$ cat config.mk
export PLATFORM = sky130hd
export DESIGN_NAME = phyepm_ctrl
export DESIGN_NICKNAME = d
export VERILOG_FILES = /design/src/phyepm_pkg.sv /design/src/phyepm_ctrl.sv
export SDC_FILE = /design/constraint.sdc
export NUM_CORES = 1
export LEC_CHECK = 0
export ABC_AREA = 1
export BUFFER_PORTS_ARGS = -buffer_cell sky130_fd_sc_hd__buf_2
export CORE_MARGIN = 4
export CORE_UTILIZATION = 29
export CTS_CLUSTER_DIAMETER = 60
export DETAILED_ROUTE_END_ITERATION = 8
export PLACE_DENSITY = 0.52
export SLEW_MARGIN = 30
export SYNTH_ARGS = -nofsm -noshare
export SYNTH_HDL_FRONTEND = slang
export SYNTH_SLANG_ARGS = --single-unit
$ cat constraint.sdc
create_clock -name pclk -period 3.62 [get_ports pclk]
set_input_delay 0.362 -clock pclk [delete_from_list [all_inputs] [get_ports pclk]]
set_output_delay 0.362 -clock pclk [all_outputs]
set_load 0.03 [all_outputs]
$ cat src/phyepm_pkg.sv
package phyepm_pkg;

  // ==========================================================
  // Clock and timer figures
  localparam int unsigned CLK_KHZ = 200000;
  localparam int unsigned SLEEP_MS_0 = 1000;
  localparam int unsigned SLEEP_MS_1 = 2000;
  localparam int unsigned SLEEP_MS_2 = 3000;
  localparam int unsigned SLEEP_MS_3 = 4000;
  localparam int unsigned WAKE_MS_0 = 160;
  localparam int unsigned WAKE_MS_1 = 400;
  localparam int unsigned WAKE_MS_2 = 800;
  localparam int unsigned WAKE_MS_3 = 2000;
  localparam logic [31:0] SLEEP_CYC_0 = 32'(SLEEP_MS_0 * CLK_KHZ);
  localparam logic [31:0] SLEEP_CYC_1 = 32'(SLEEP_MS_1 * CLK_KHZ);
  localparam logic [31:0] SLEEP_CYC_2 = 32'(SLEEP_MS_2 * CLK_KHZ);
  localparam logic [31:0] SLEEP_CYC_3 = 32'(SLEEP_MS_3 * CLK_KHZ);
  localparam logic [31:0] WAKE_CYC_0 = 32'(WAKE_MS_0 * CLK_KHZ);
  localparam logic [31:0] WAKE_CYC_1 = 32'(WAKE_MS_1 * CLK_KHZ);
  localparam logic [31:0] WAKE_CYC_2 = 32'(WAKE_MS_2 * CLK_KHZ);
  localparam logic [31:0] WAKE_CYC_3 = 32'(WAKE_MS_3 * CLK_KHZ);
  localparam logic [2:0] DOWNSHIFT_BASE = 3'h2;
  localparam logic [1:0] STRAP_WAIT = 2'h2;

  // ==========================================================
  // Register indices; byte address is four times the index
  localparam logic [7:0] PSD_IDX = 8'h14;
  localparam logic [7:0] IPC_IDX = 8'h17;
  localparam logic [7:0] IRQ_STAT_IDX = 8'h18;
  localparam logic [7:0] IRQ_MASK_IDX = 8'h19;
  localparam int unsigned ADDR_W = 12;
  localparam logic [11:0] PSD_ADDR = {2'h0, PSD_IDX, 2'h0};
  localparam logic [11:0] IPC_ADDR = {2'h0, IPC_IDX, 2'h0};
  localparam logic [11:0] IRQ_STAT_ADDR = {2'h0, IRQ_STAT_IDX, 2'h0};
  localparam logic [11:0] IRQ_MASK_ADDR = {2'h0, IRQ_MASK_IDX, 2'h0};

  // ==========================================================
  // Field positions and values after reset
  localparam int unsigned CEXT_DIS_BIT = 15;
  localparam int unsigned SLEEP_LSB = 13;
  localparam int unsigned WAKE_LSB = 11;
  localparam int unsigned ADDR_REV_BIT = 9;
  localparam int unsigned MEDIA_LSB = 6;
  localparam int unsigned NOPRE_BIT = 5;
  localparam int unsigned DS_EN_BIT = 4;
  localparam int unsigned DS_CTL_LSB = 2;
  localparam int unsigned DS_STAT_BIT = 1;
  localparam int unsigned PADDR_LSB = 11;
  localparam int unsigned PD_EN_BIT = 10;
  localparam int unsigned PD_STAT_LSB = 8;
  localparam logic CEXT_DIS_RST = 1'h1;
  localparam logic [1:0] SLEEP_RST = 2'h1;
  localparam logic [1:0] WAKE_RST = 2'h0;
  localparam logic [1:0] DS_CTL_RST = 2'h1;
  localparam logic [7:0] CRC_MAX = 8'hff;
  localparam int unsigned IRQ_W = 3;
  localparam int unsigned IRQ_CRC_SAT = 0;
  localparam int unsigned IRQ_DS = 1;
  localparam int unsigned IRQ_PD = 2;

endpackage

$ cat src/phyepm_ctrl.sv
// How it works
// - Carrier-extension disable bit, set after reset, turns off carrier extension.
// - Sleep timer code 00..11 selects 1, 2, 3 or 4 seconds; reset code 01.
// - Wake-up timer code 00..11 selects 160, 400, 800 ms or 2 s; reset 00.
// - With reversal on, port n answers at a management address whose low two bits are 3 minus n.
// - Media status reads 00 none, 01 copper, 10 serial, 11 reserved.
// - No-preamble enable lets 10BASE-T raise receive valid without preamble.
// - Speed downshift from gigabit happens only while its enable bit is set.
// - Downshift code 00..11 means 2..5 failed attempts; reset code 01.
// - Downshift status reads 1 when downshift is needed or has happened.
// - Address field returns the port address captured at reset.
// - Powered-device detection runs only while enabled; status valid only then.
// - Detection status 00 searching, 01 needs power, 10 no power, 11 reserved.
// - Eight-bit CRC error counter counts bad packets and holds at 0xff.
// - Reading the counter returns its value and then subtracts that value, keeping errors counted since.
//
// Added by the designer: the APB interface to the registers.
module phyepm_ctrl
  import phyepm_pkg::*;
#(
  parameter logic [1:0] PORT_ID = 2'h0,
  parameter logic [31:0] SLEEP_CYC [4] = '{SLEEP_CYC_0, SLEEP_CYC_1, SLEEP_CYC_2, SLEEP_CYC_3},
  parameter logic [31:0] WAKE_CYC [4] = '{WAKE_CYC_0, WAKE_CYC_1, WAKE_CYC_2, WAKE_CYC_3}
) (
  input wire logic pclk,
  input wire logic presetn,
  input wire logic psel,
  input wire logic penable,
  input wire logic pwrite,
  input wire logic [ADDR_W-1:0] paddr,
  input wire logic [31:0] pwdata,
  input wire logic [3:0] pstrb,
  output logic [31:0] prdata,
  output logic pready,
  output logic pslverr,
  output logic irq,
  input wire logic [4:0] phy_addr_pin,
  input wire logic [1:0] media_sel,
  input wire logic downshift_flag,
  input wire logic [1:0] pd_status,
  input wire logic crc_err,
  output logic carrier_ext_dis,
  output logic [31:0] sleep_delay_cyc,
  output logic [31:0] wake_delay_cyc,
  output logic [4:0] mgmt_addr,
  output logic nopre_en,
  output logic downshift_en,
  output logic [2:0] downshift_attempts,
  output logic pd_detect_en
);

  // ==========================================================
  // State
  typedef struct packed {
    logic cext_dis;
    logic [1:0] sleep_code;
    logic [1:0] wake_code;
    logic addr_rev;
    logic nopre;
    logic ds_en;
    logic [1:0] ds_ctl;
    logic pd_en;
    logic [7:0] crc_cnt;
    logic [4:0] strap_s1;
    logic [4:0] strap_s2;
    logic [1:0] strap_wait;
    logic [4:0] strap_addr;
    logic ds_prev;
    logic pd_prev;
    logic [IRQ_W-1:0] istat;
    logic [IRQ_W-1:0] imask;
    logic [7:0] crc_snap;
    logic [31:0] rdata;
    logic err;
  } phyepm_state_t;

  phyepm_state_t s_q;
  phyepm_state_t s_d;

  // ==========================================================
  // Helpers
  function automatic logic [15:0] lane_merge(input logic [15:0] old, input logic [15:0] wd,
                                             input logic [3:0] strb);
    logic [15:0] m;
    m = {{8{strb[1]}}, {8{strb[0]}}};
    return (old & ~m) | (wd & m);
  endfunction

  function automatic logic mapped(input logic [ADDR_W-1:0] a);
    return a == PSD_ADDR || a == IPC_ADDR || a == IRQ_STAT_ADDR || a == IRQ_MASK_ADDR;
  endfunction

  logic setup_ph;
  logic access_ph;
  logic wr_ok;
  logic rd_ok;
  logic [15:0] psd_view;
  logic [15:0] ipc_view;
  logic [1:0] pd_view;
  logic [IRQ_W-1:0] ev;
  logic [15:0] wmerge;

  assign setup_ph = psel && !penable;
  assign access_ph = psel && penable;
  assign wr_ok = access_ph && pwrite && !s_q.err;
  assign rd_ok = access_ph && !pwrite && !s_q.err;

  // ==========================================================
  // Register views
  assign pd_view = s_q.pd_en ? pd_status : 2'h0;
  always_comb begin
    psd_view = 16'h0000;
    psd_view[CEXT_DIS_BIT] = s_q.cext_dis;
    psd_view[SLEEP_LSB +: 2] = s_q.sleep_code;
    psd_view[WAKE_LSB +: 2] = s_q.wake_code;
    psd_view[ADDR_REV_BIT] = s_q.addr_rev;
    psd_view[MEDIA_LSB +: 2] = media_sel;
    psd_view[NOPRE_BIT] = s_q.nopre;
    psd_view[DS_EN_BIT] = s_q.ds_en;
    psd_view[DS_CTL_LSB +: 2] = s_q.ds_ctl;
    psd_view[DS_STAT_BIT] = downshift_flag;
    ipc_view = 16'h0000;
    ipc_view[PADDR_LSB +: 5] = s_q.strap_addr;
    ipc_view[PD_EN_BIT] = s_q.pd_en;
    ipc_view[PD_STAT_LSB +: 2] = pd_view;
    ipc_view[7:0] = s_q.crc_cnt;
  end

  // Events
  assign ev[IRQ_CRC_SAT] = crc_err && s_q.crc_cnt == CRC_MAX - 8'h01;
  assign ev[IRQ_DS] = downshift_flag && !s_q.ds_prev;
  assign ev[IRQ_PD] = s_q.pd_en && pd_status != 2'h0 && !s_q.pd_prev;

  // ==========================================================
  // Next state
  always_comb begin
    s_d = s_q;
    wmerge = 16'h0000;
    s_d.strap_s1 = phy_addr_pin;
    s_d.strap_s2 = s_q.strap_s1;
    if (s_q.strap_wait != 2'h3) begin
      s_d.strap_wait = s_q.strap_wait + 2'h1;
    end
    if (s_q.strap_wait == STRAP_WAIT) begin
      s_d.strap_addr = s_q.strap_s2;
    end
    s_d.ds_prev = downshift_flag;
    s_d.pd_prev = s_q.pd_en && pd_status != 2'h0;
    if (setup_ph) begin
      s_d.err = !mapped(paddr);
      s_d.rdata = 32'h00000000;
      s_d.crc_snap = s_q.crc_cnt;
      case (paddr)
        PSD_ADDR: s_d.rdata = {16'h0000, psd_view};
        IPC_ADDR: s_d.rdata = {16'h0000, ipc_view};
        IRQ_STAT_ADDR: s_d.rdata = {29'h0, s_q.istat};
        IRQ_MASK_ADDR: s_d.rdata = {29'h0, s_q.imask};
        default: s_d.rdata = 32'h00000000;
      endcase
    end
    // Saturating count
    if (crc_err && s_q.crc_cnt != CRC_MAX) begin
      s_d.crc_cnt = s_q.crc_cnt + 8'h01;
    end
    // Read clear removes only what was returned, keeping events since the snapshot
    if (rd_ok && paddr == IPC_ADDR) begin
      s_d.crc_cnt = s_q.crc_cnt - s_q.crc_snap
                    + ((crc_err && s_q.crc_cnt != CRC_MAX) ? 8'h01 : 8'h00);
    end
    if (wr_ok) begin
      case (paddr)
        PSD_ADDR: begin
          wmerge = lane_merge(psd_view, pwdata[15:0], pstrb);
          s_d.cext_dis = wmerge[CEXT_DIS_BIT];
          s_d.sleep_code = wmerge[SLEEP_LSB +: 2];
          s_d.wake_code = wmerge[WAKE_LSB +: 2];
          s_d.addr_rev = wmerge[ADDR_REV_BIT];
          s_d.nopre = wmerge[NOPRE_BIT];
          s_d.ds_en = wmerge[DS_EN_BIT];
          s_d.ds_ctl = wmerge[DS_CTL_LSB +: 2];
        end
        IPC_ADDR: begin
          wmerge = lane_merge(ipc_view, pwdata[15:0], pstrb);
          s_d.pd_en = wmerge[PD_EN_BIT];
        end
        IRQ_MASK_ADDR: begin
          if (pstrb[0]) begin
            s_d.imask = pwdata[IRQ_W-1:0];
          end
        end
        default: begin
        end
      endcase
    end
    // Write one to clear; a new event wins over the clear
    if (wr_ok && paddr == IRQ_STAT_ADDR && pstrb[0]) begin
      s_d.istat = s_q.istat & ~pwdata[IRQ_W-1:0];
    end
    s_d.istat = s_d.istat | ev;
  end

  always_ff @(posedge pclk or negedge presetn) begin
    if (!presetn) begin
      s_q <= '0;
      s_q.cext_dis <= CEXT_DIS_RST;
      s_q.sleep_code <= SLEEP_RST;
      s_q.wake_code <= WAKE_RST;
      s_q.ds_ctl <= DS_CTL_RST;
    end else begin
      s_q <= s_d;
    end
  end

  // ==========================================================
  // Outputs
  assign prdata = s_q.rdata;
  assign pslverr = access_ph && s_q.err;
  assign pready = 1'b1;
  assign irq = |(s_q.istat & s_q.imask);
  assign carrier_ext_dis = s_q.cext_dis;
  assign sleep_delay_cyc = SLEEP_CYC[s_q.sleep_code];
  assign wake_delay_cyc = WAKE_CYC[s_q.wake_code];
  // Low two bits carry the port slot; reversal mirrors it, and keeps the master reachable
  assign mgmt_addr = {s_q.strap_addr[4:2], s_q.addr_rev ? ~PORT_ID : PORT_ID};
  assign nopre_en = s_q.nopre;
  assign downshift_en = s_q.ds_en;
  assign downshift_attempts = DOWNSHIFT_BASE + {1'b0, s_q.ds_ctl};
  assign pd_detect_en = s_q.pd_en;

  // ==========================================================
  // Checks
  a_cext_reset: assert property (@(posedge pclk) $rose(presetn) |-> carrier_ext_dis)
    else $error("carrier extension disable not set after reset");
  a_sleep_map: assert property (@(posedge pclk) disable iff (!presetn)
    s_q.sleep_code == 2'h3 |-> sleep_delay_cyc == SLEEP_CYC[3])
    else $error("sleep delay does not match code");
  a_wake_map: assert property (@(posedge pclk) disable iff (!presetn)
    s_q.wake_code == 2'h2 |-> wake_delay_cyc == WAKE_CYC[2])
    else $error("wake delay does not match code");
  a_addr_rev: assert property (@(posedge pclk) disable iff (!presetn)
    s_q.addr_rev |-> mgmt_addr[1:0] == 2'h3 - PORT_ID)
    else $error("reversed address wrong");
  a_ds_count: assert property (@(posedge pclk) disable iff (!presetn)
    wr_ok && paddr == PSD_ADDR && pstrb[0] |=> downshift_attempts == 3'h2 + {1'b0, $past(pwdata[3:2])})
    else $error("downshift attempt count wrong");
  a_ds_enable: assert property (@(posedge pclk) disable iff (!presetn)
    wr_ok && paddr == PSD_ADDR && pstrb[0] |=> downshift_en == $past(pwdata[DS_EN_BIT]))
    else $error("downshift enable not stored");
  a_pd_gate: assert property (@(posedge pclk) disable iff (!presetn)
    setup_ph && paddr == IPC_ADDR && !s_q.pd_en |=> prdata[9:8] == 2'h0)
    else $error("detection status shown while disabled");
  a_crc_hold: assert property (@(posedge pclk) disable iff (!presetn)
    s_q.crc_cnt == CRC_MAX && !(rd_ok && paddr == IPC_ADDR) |=> s_q.crc_cnt == CRC_MAX)
    else $error("crc counter wrapped");
  a_crc_clear: assert property (@(posedge pclk) disable iff (!presetn)
    rd_ok && paddr == IPC_ADDR && !crc_err && s_q.crc_snap == s_q.crc_cnt
    |=> s_q.crc_cnt == 8'h00)
    else $error("crc counter not cleared by read");
  a_reserved_zero: assert property (@(posedge pclk) disable iff (!presetn)
    setup_ph && paddr == PSD_ADDR |=> prdata[10] == 1'b0 && prdata[8] == 1'b0 && prdata[0] == 1'b0)
    else $error("reserved bit reads nonzero");
  a_media_rd: assert property (@(posedge pclk) disable iff (!presetn)
    setup_ph && paddr == PSD_ADDR |=> prdata[7:6] == $past(media_sel))
    else $error("media status mismatch");
  c_crc_sat: cover property (@(posedge pclk) disable iff (!presetn) s_q.crc_cnt == CRC_MAX);
  c_rev_set: cover property (@(posedge pclk) disable iff (!presetn) $rose(s_q.addr_rev));
  c_irq: cover property (@(posedge pclk) disable iff (!presetn) $rose(irq));
  c_set_clear: cover property (@(posedge pclk) disable iff (!presetn)
    wr_ok && paddr == IRQ_STAT_ADDR && |ev);
  c_crc_read: cover property (@(posedge pclk) disable iff (!presetn)
    rd_ok && paddr == IPC_ADDR && s_q.crc_cnt != 8'h00);

  // ==========================================================
  // Bus checks
  a_pready_high: assert property (@(posedge pclk) disable iff (!presetn)
    pready)
    else $error("pready low");
  a_err_flag: assert property (@(posedge pclk) disable iff (!presetn)
    access_ph && !mapped(paddr) |-> pslverr)
    else $error("unmapped access without error");
  a_unmapped_data: assert property (@(posedge pclk) disable iff (!presetn)
    setup_ph && !mapped(paddr) |=> prdata == 32'h00000000)
    else $error("unmapped read data nonzero");
  a_upper_zero: assert property (@(posedge pclk) disable iff (!presetn)
    setup_ph |=> prdata[31:16] == 16'h0000)
    else $error("upper read half nonzero");
  a_rdata_hold: assert property (@(posedge pclk) disable iff (!presetn)
    !setup_ph |=> $stable(prdata))
    else $error("read data moved outside setup");

  // ==========================================================
  // Control field checks
  a_cext_store: assert property (@(posedge pclk) disable iff (!presetn)
    wr_ok && paddr == PSD_ADDR && pstrb[1] |=> carrier_ext_dis == $past(pwdata[CEXT_DIS_BIT]))
    else $error("carrier extension bit not stored");
  a_sleep_store: assert property (@(posedge pclk) disable iff (!presetn)
    wr_ok && paddr == PSD_ADDR && pstrb[1] |=> s_q.sleep_code == $past(pwdata[14:13]))
    else $error("sleep code not stored");
  a_wake_store: assert property (@(posedge pclk) disable iff (!presetn)
    wr_ok && paddr == PSD_ADDR && pstrb[1] |=> s_q.wake_code == $past(pwdata[12:11]))
    else $error("wake code not stored");
  a_rev_store: assert property (@(posedge pclk) disable iff (!presetn)
    wr_ok && paddr == PSD_ADDR && pstrb[1] |=> s_q.addr_rev == $past(pwdata[ADDR_REV_BIT]))
    else $error("reversal bit not stored");
  a_nopre_store: assert property (@(posedge pclk) disable iff (!presetn)
    wr_ok && paddr == PSD_ADDR && pstrb[0] |=> nopre_en == $past(pwdata[NOPRE_BIT]))
    else $error("no-preamble bit not stored");
  a_ds_ctl_store: assert property (@(posedge pclk) disable iff (!presetn)
    wr_ok && paddr == PSD_ADDR && pstrb[0] |=> s_q.ds_ctl == $past(pwdata[3:2]))
    else $error("downshift code not stored");
  a_pd_store: assert property (@(posedge pclk) disable iff (!presetn)
    wr_ok && paddr == IPC_ADDR && pstrb[1] |=> pd_detect_en == $past(pwdata[PD_EN_BIT]))
    else $error("detection enable not stored");
  a_cext_hold: assert property (@(posedge pclk) disable iff (!presetn)
    !(wr_ok && paddr == PSD_ADDR) |=> $stable(carrier_ext_dis))
    else $error("carrier extension bit moved");
  a_sleep_hold: assert property (@(posedge pclk) disable iff (!presetn)
    !(wr_ok && paddr == PSD_ADDR) |=> $stable(sleep_delay_cyc))
    else $error("sleep delay moved");
  a_rev_hold: assert property (@(posedge pclk) disable iff (!presetn)
    !(wr_ok && paddr == PSD_ADDR) |=> $stable(s_q.addr_rev))
    else $error("reversal bit moved");
  a_nopre_hold: assert property (@(posedge pclk) disable iff (!presetn)
    !(wr_ok && paddr == PSD_ADDR) |=> $stable(nopre_en))
    else $error("no-preamble bit moved");
  a_ds_en_hold: assert property (@(posedge pclk) disable iff (!presetn)
    !(wr_ok && paddr == PSD_ADDR) |=> $stable(downshift_en))
    else $error("downshift enable moved");
  a_pd_en_hold: assert property (@(posedge pclk) disable iff (!presetn)
    !(wr_ok && paddr == IPC_ADDR) |=> $stable(pd_detect_en))
    else $error("detection enable moved");
  a_attempts_range: assert property (@(posedge pclk) disable iff (!presetn)
    downshift_attempts >= 3'h2 && downshift_attempts <= 3'h5)
    else $error("downshift attempts out of range");
  a_addr_plain: assert property (@(posedge pclk) disable iff (!presetn)
    !s_q.addr_rev |-> mgmt_addr[1:0] == PORT_ID)
    else $error("plain address wrong");
  a_strap_latch: assert property (@(posedge pclk) disable iff (!presetn)
    s_q.strap_wait == STRAP_WAIT |=> s_q.strap_addr == $past(s_q.strap_s2))
    else $error("strap address not captured");
  a_strap_hold: assert property (@(posedge pclk) disable iff (!presetn)
    s_q.strap_wait == 2'h3 |=> $stable(s_q.strap_addr))
    else $error("strap address moved after capture");

  // ==========================================================
  // Status, counter and interrupt checks
  a_ds_status: assert property (@(posedge pclk) disable iff (!presetn)
    setup_ph && paddr == PSD_ADDR |=> prdata[DS_STAT_BIT] == $past(downshift_flag))
    else $error("downshift status mismatch");
  a_pd_status: assert property (@(posedge pclk) disable iff (!presetn)
    setup_ph && paddr == IPC_ADDR && s_q.pd_en |=> prdata[9:8] == $past(pd_status))
    else $error("detection status mismatch");
  a_crc_inc: assert property (@(posedge pclk) disable iff (!presetn)
    crc_err && s_q.crc_cnt != CRC_MAX && !(rd_ok && paddr == IPC_ADDR)
    |=> s_q.crc_cnt == $past(s_q.crc_cnt) + 8'h01)
    else $error("crc counter missed an error");
  a_crc_still: assert property (@(posedge pclk) disable iff (!presetn)
    !crc_err && !(rd_ok && paddr == IPC_ADDR) |=> $stable(s_q.crc_cnt))
    else $error("crc counter moved without error");
  a_crc_keep: assert property (@(posedge pclk) disable iff (!presetn)
    rd_ok && paddr == IPC_ADDR && crc_err && s_q.crc_snap == s_q.crc_cnt
    && s_q.crc_cnt != CRC_MAX |=> s_q.crc_cnt == 8'h01)
    else $error("crc error lost by read clear");
  a_set_wins: assert property (@(posedge pclk) disable iff (!presetn)
    |ev |=> (s_q.istat & $past(ev)) == $past(ev))
    else $error("event not latched in status");
  a_w1c: assert property (@(posedge pclk) disable iff (!presetn)
    wr_ok && paddr == IRQ_STAT_ADDR && pstrb[0]
    |=> (s_q.istat & $past(pwdata[IRQ_W-1:0] & ~ev)) == '0)
    else $error("status bit not cleared by write");
  a_istat_keep: assert property (@(posedge pclk) disable iff (!presetn)
    !(wr_ok && paddr == IRQ_STAT_ADDR && pstrb[0])
    |=> (s_q.istat & $past(s_q.istat)) == $past(s_q.istat))
    else $error("status bit dropped without clear");
  a_mask_store: assert property (@(posedge pclk) disable iff (!presetn)
    wr_ok && paddr == IRQ_MASK_ADDR && pstrb[0] |=> s_q.imask == $past(pwdata[IRQ_W-1:0]))
    else $error("mask not stored");
  a_pd_event: assert property (@(posedge pclk) disable iff (!presetn)
    s_q.pd_en && pd_status != 2'h0 && !s_q.pd_prev |=> s_q.istat[IRQ_PD])
    else $error("detection event not flagged");
  a_ds_event: assert property (@(posedge pclk) disable iff (!presetn)
    downshift_flag && !s_q.ds_prev |=> s_q.istat[IRQ_DS])
    else $error("downshift event not flagged");
  a_crc_event: assert property (@(posedge pclk) disable iff (!presetn)
    crc_err && s_q.crc_cnt == CRC_MAX - 8'h01 |=> s_q.istat[IRQ_CRC_SAT])
    else $error("crc saturation not flagged");

endmodule

==> flow_metrics.py <==
metrics = {
    "status": {
        "status": "finished, final reports clean",
    },
    "die": {
        "die_h_um": 134,
        "boundaryPins": 175,
        "die-area_um2": 17900,
        "fp.dieW_um": 134,
        "fp-row-count": 45,
        "design.core.area_um2": 15400,
        "initial_utilization_pct": 29.9,
    },
    "timing": {
        "clock_skew_ns": 0.00541,
        "whs_ns": 0.0318,
        "tns_ns": 0,
        "drv_slew": 0,
        "worst_slew_pin_slew_ns": 0.715,
        "slew_headroom_pct": 52.3,
        "finalSetupViolCount": 0,
        "min_period_over_period_pct": 79.6,
        "fin_ws_ns": 0.737,
        "min_period_ns": 2.88,
        "hold_violations": 0,
        "max_freq_mhz": 347,
        "rsz0062_at_grt": "false",
    },
    "power": {
        "power_leakage_uw": 0.00272,
        "p_switching_uw": 927,
        "cellPowerDensity_nw_per_um2": 509,
        "p_sw_share_pct": 35.5,
        "internal_power_uw": 1680,
        "clkPwrFrac_pct": 33.7,
        "p_seq_share_pct": 34.8,
        "p_comb_share_pct": 31.5,
        "ir_drop_mv": 0.277,
    },
    "clocking": {
        "holdBufCountCts": 0,
        "numCtsBuffers": 9,
        "h-tree-depth": 3,
        "clk_pin_slew_ns": 0.06,
        "post_cts_buffers": 0,
        "worstSkewPairLatency_ns": 0.33,
        "clock-sinks": 69,
        "cts_buffer_depth": 2,
        "cts_tree": "done",
        "root_buffer": "clkbuf_16",
        "cts_resized": 0,
    },
    "placed_design": {
        "post-dp-hpwl_um": 7680,
        "io_buffers": 104,
        "preCtsSetupSlack_ns": 0.778,
        "place_congestion": 0.784,
        "place_area_um2": 4830,
    },
    "route": {
        "ant_nets": 0,
        "drt-pass1-iter-count": 4,
        "drt-total-wl_um": 9690,
        "via_per_inst": 3.99,
        "drt-wirelength-per-cell_um": 11.4,
        "drt_iter0_drc": 155,
        "vias": 3386,
        "drc_errors": 0,
    },
    "synth": {
        "avgSynthCellArea_um2": 8.06,
        "ys_seq_area_share_pct": 37.6,
        "synth_area_um2": 4600,
        "ys_seq_elements": 69,
        "synthCells": 571,
        "yosysUniqueCellTypes": 32,
        "ys_warn_count": 0,
    },
    "worst_setup_path": {
        "cp_data_required_time_ns": 3.83,
        "arrival_ns": 3.10,
        "reg2reg_depth": 17,
        "end_kind": "flip-flop",
        "worst-setup-path-type": "flip-flop to flip-flop",
        "critPathMaxFanout": 11,
        "r2r-start": "ipc_view[1]$_DFFE_PN0P_",
        "r2r-end": "ipc_view[6]$_DFFE_PN0P_",
        "reg2reg_slack_ns": 0.74,
        "startpoint_type": "flip-flop",
    },
    "global_routing": {
        "antenna_found_initial": 0,
        "grt_max_degree": 47,
        "grt_pass1_wl_um": 15900,
        "grtUsageTotal_pct": 10.9,
        "grt_overflow_total": 0,
        "grt_pass1_vias": 3196,
    },
    "cells_and_area": {
        "most-common-layout-cells": "nand2_1 (114), buf_2 (103), inv_1 (72), dfrtp_1 (66), conb_1 (49)",
        "n_antenna_cell": 0,
        "postLayoutCellArea_um2": 5130,
        "layout-drive-gt1-share_pct": 24.6,
        "final_common_cell": "nand2_1",
        "nNetsFinal": 727,
        "area_growth_pct": 11.5,
    },
    "hold_path": {
        "hold_class": "input port to asynchronous set/reset pin",
    },
    "run": {
        "drv_cap": 0,
    },
}
## area by class of cell
| class | count | area, um^2 |
|---|---|---|
| multi-input combinational | 372 | 2010 |
| tap | 211 | 264 |
| inverter | 74 | 278 |
| clock buffer | 9 | 225 |
| fill | 1648 | 10200 |
| clock inverter | 7 | 73.8 |
| sequential | 69 | 1730 |
| timing repair buffer | 107 | 546 |
## power groups by stage
stage | Combinational [uW] | Sequential [uW] | Clock [uW]
after global placement | 825 | 921 | 0
after global routing | 962 | 921 | 937
after CTS | 832 | 908 | 903
after floorplan | 725 | 885 | 0
final | 822 | 908 | 880
after detailed placement | 828 | 922 | 0
## metal layers
| metal | track usage [%] | vias to the layer above | wire, um |
|---|---|---|---|
| met5 | 0 | - | 0 |
| met4 | 2.91 | 0 | 100 |
| met3 | 3.26 | 8 | 619 |
| met2 | 17.5 | 79 | 4560 |
| met1 | 14.4 | 1529 | 4410 |
| li1 | - | 1770 | - |
## per-stage QoR
stage / cells / power, uW / utilization, %
after floorplan: 618 / 1610 / -
after global placement: 833 / 1750 / 31.4
after detailed placement: 833 / 1750 / 31.4
after CTS: 849 / 2640 / 33.4
after global routing: 849 / 2820 / 33.4
final: 849 / 2610 / 33.4
## worst max path at each step
stage	start	endpoint
floorplan	ipc_view[0]$_DFFE_PN0P_	ipc_view[6]$_DFFE_PN0P_
global placement	ipc_view[1]$_DFFE_PN0P_	ipc_view[6]$_DFFE_PN0P_
detailed placement	ipc_view[1]$_DFFE_PN0P_	ipc_view[6]$_DFFE_PN0P_
CTS	ipc_view[1]$_DFFE_PN0P_	ipc_view[6]$_DFFE_PN0P_
global route	ipc_view[1]$_DFFE_PN0P_	ipc_view[6]$_DFFE_PN0P_
finish	ipc_view[1]$_DFFE_PN0P_	ipc_view[6]$_DFFE_PN0P_
## kinds of logic after synthesis
group           count (synthesis)  synth area share [%]
simple gates                  223                  22.6
buf+inv                       177                  22.5
flops                          69                  37.6
compound gates                 65                  7.81
fa+ha+maj                      30                  8.32
xor+xnor                        5                 0.952
other cells                     2                 0.163
## synth_stat cells (all sizes together)
library cell / number / share of area [%]
nand2: 120 / 10
buf: 98 / 16
inv: 74 / 6.0
dfrtp: 66 / 36
o21ai: 54 / 6.4
nor2: 47 / 4.8
nand3: 45 / 6.0
ha: 29 / 7.9
a21oi: 8 / 0.87
clkbuf: 5 / 0.41
nand4: 4 / 0.54
dfstp: 3 / 1.7
nand3b: 3 / 0.49
xnor2: 3 / 0.57
conb: 2 / 0.16
nor3: 2 / 0.33
or2: 2 / 0.27
xor2: 2 / 0.38
a31oi: 1 / 0.14
fa: 1 / 0.44
o21bai: 1 / 0.16
o31ai: 1 / 0.27
## critical path, stage by stage, from the launching register on
cell	delay (ns)
dfrtp_1	0.50
ha_1	0.24
nand2_2	0.08
nor2_4	0.13
nand2_2	0.10
nand2_2	0.19
ha_1	0.26
inv_1	0.05
ha_1	0.16
inv_1	0.06
fa_1	0.39
nand3b_1	0.17
nand2_1	0.11
nand3_1	0.09
nand2_1	0.07
nand2_1	0.05
nand3_1	0.06
nand3_1	0.06
Note: power is estimated with default switching activity, not from simulation.
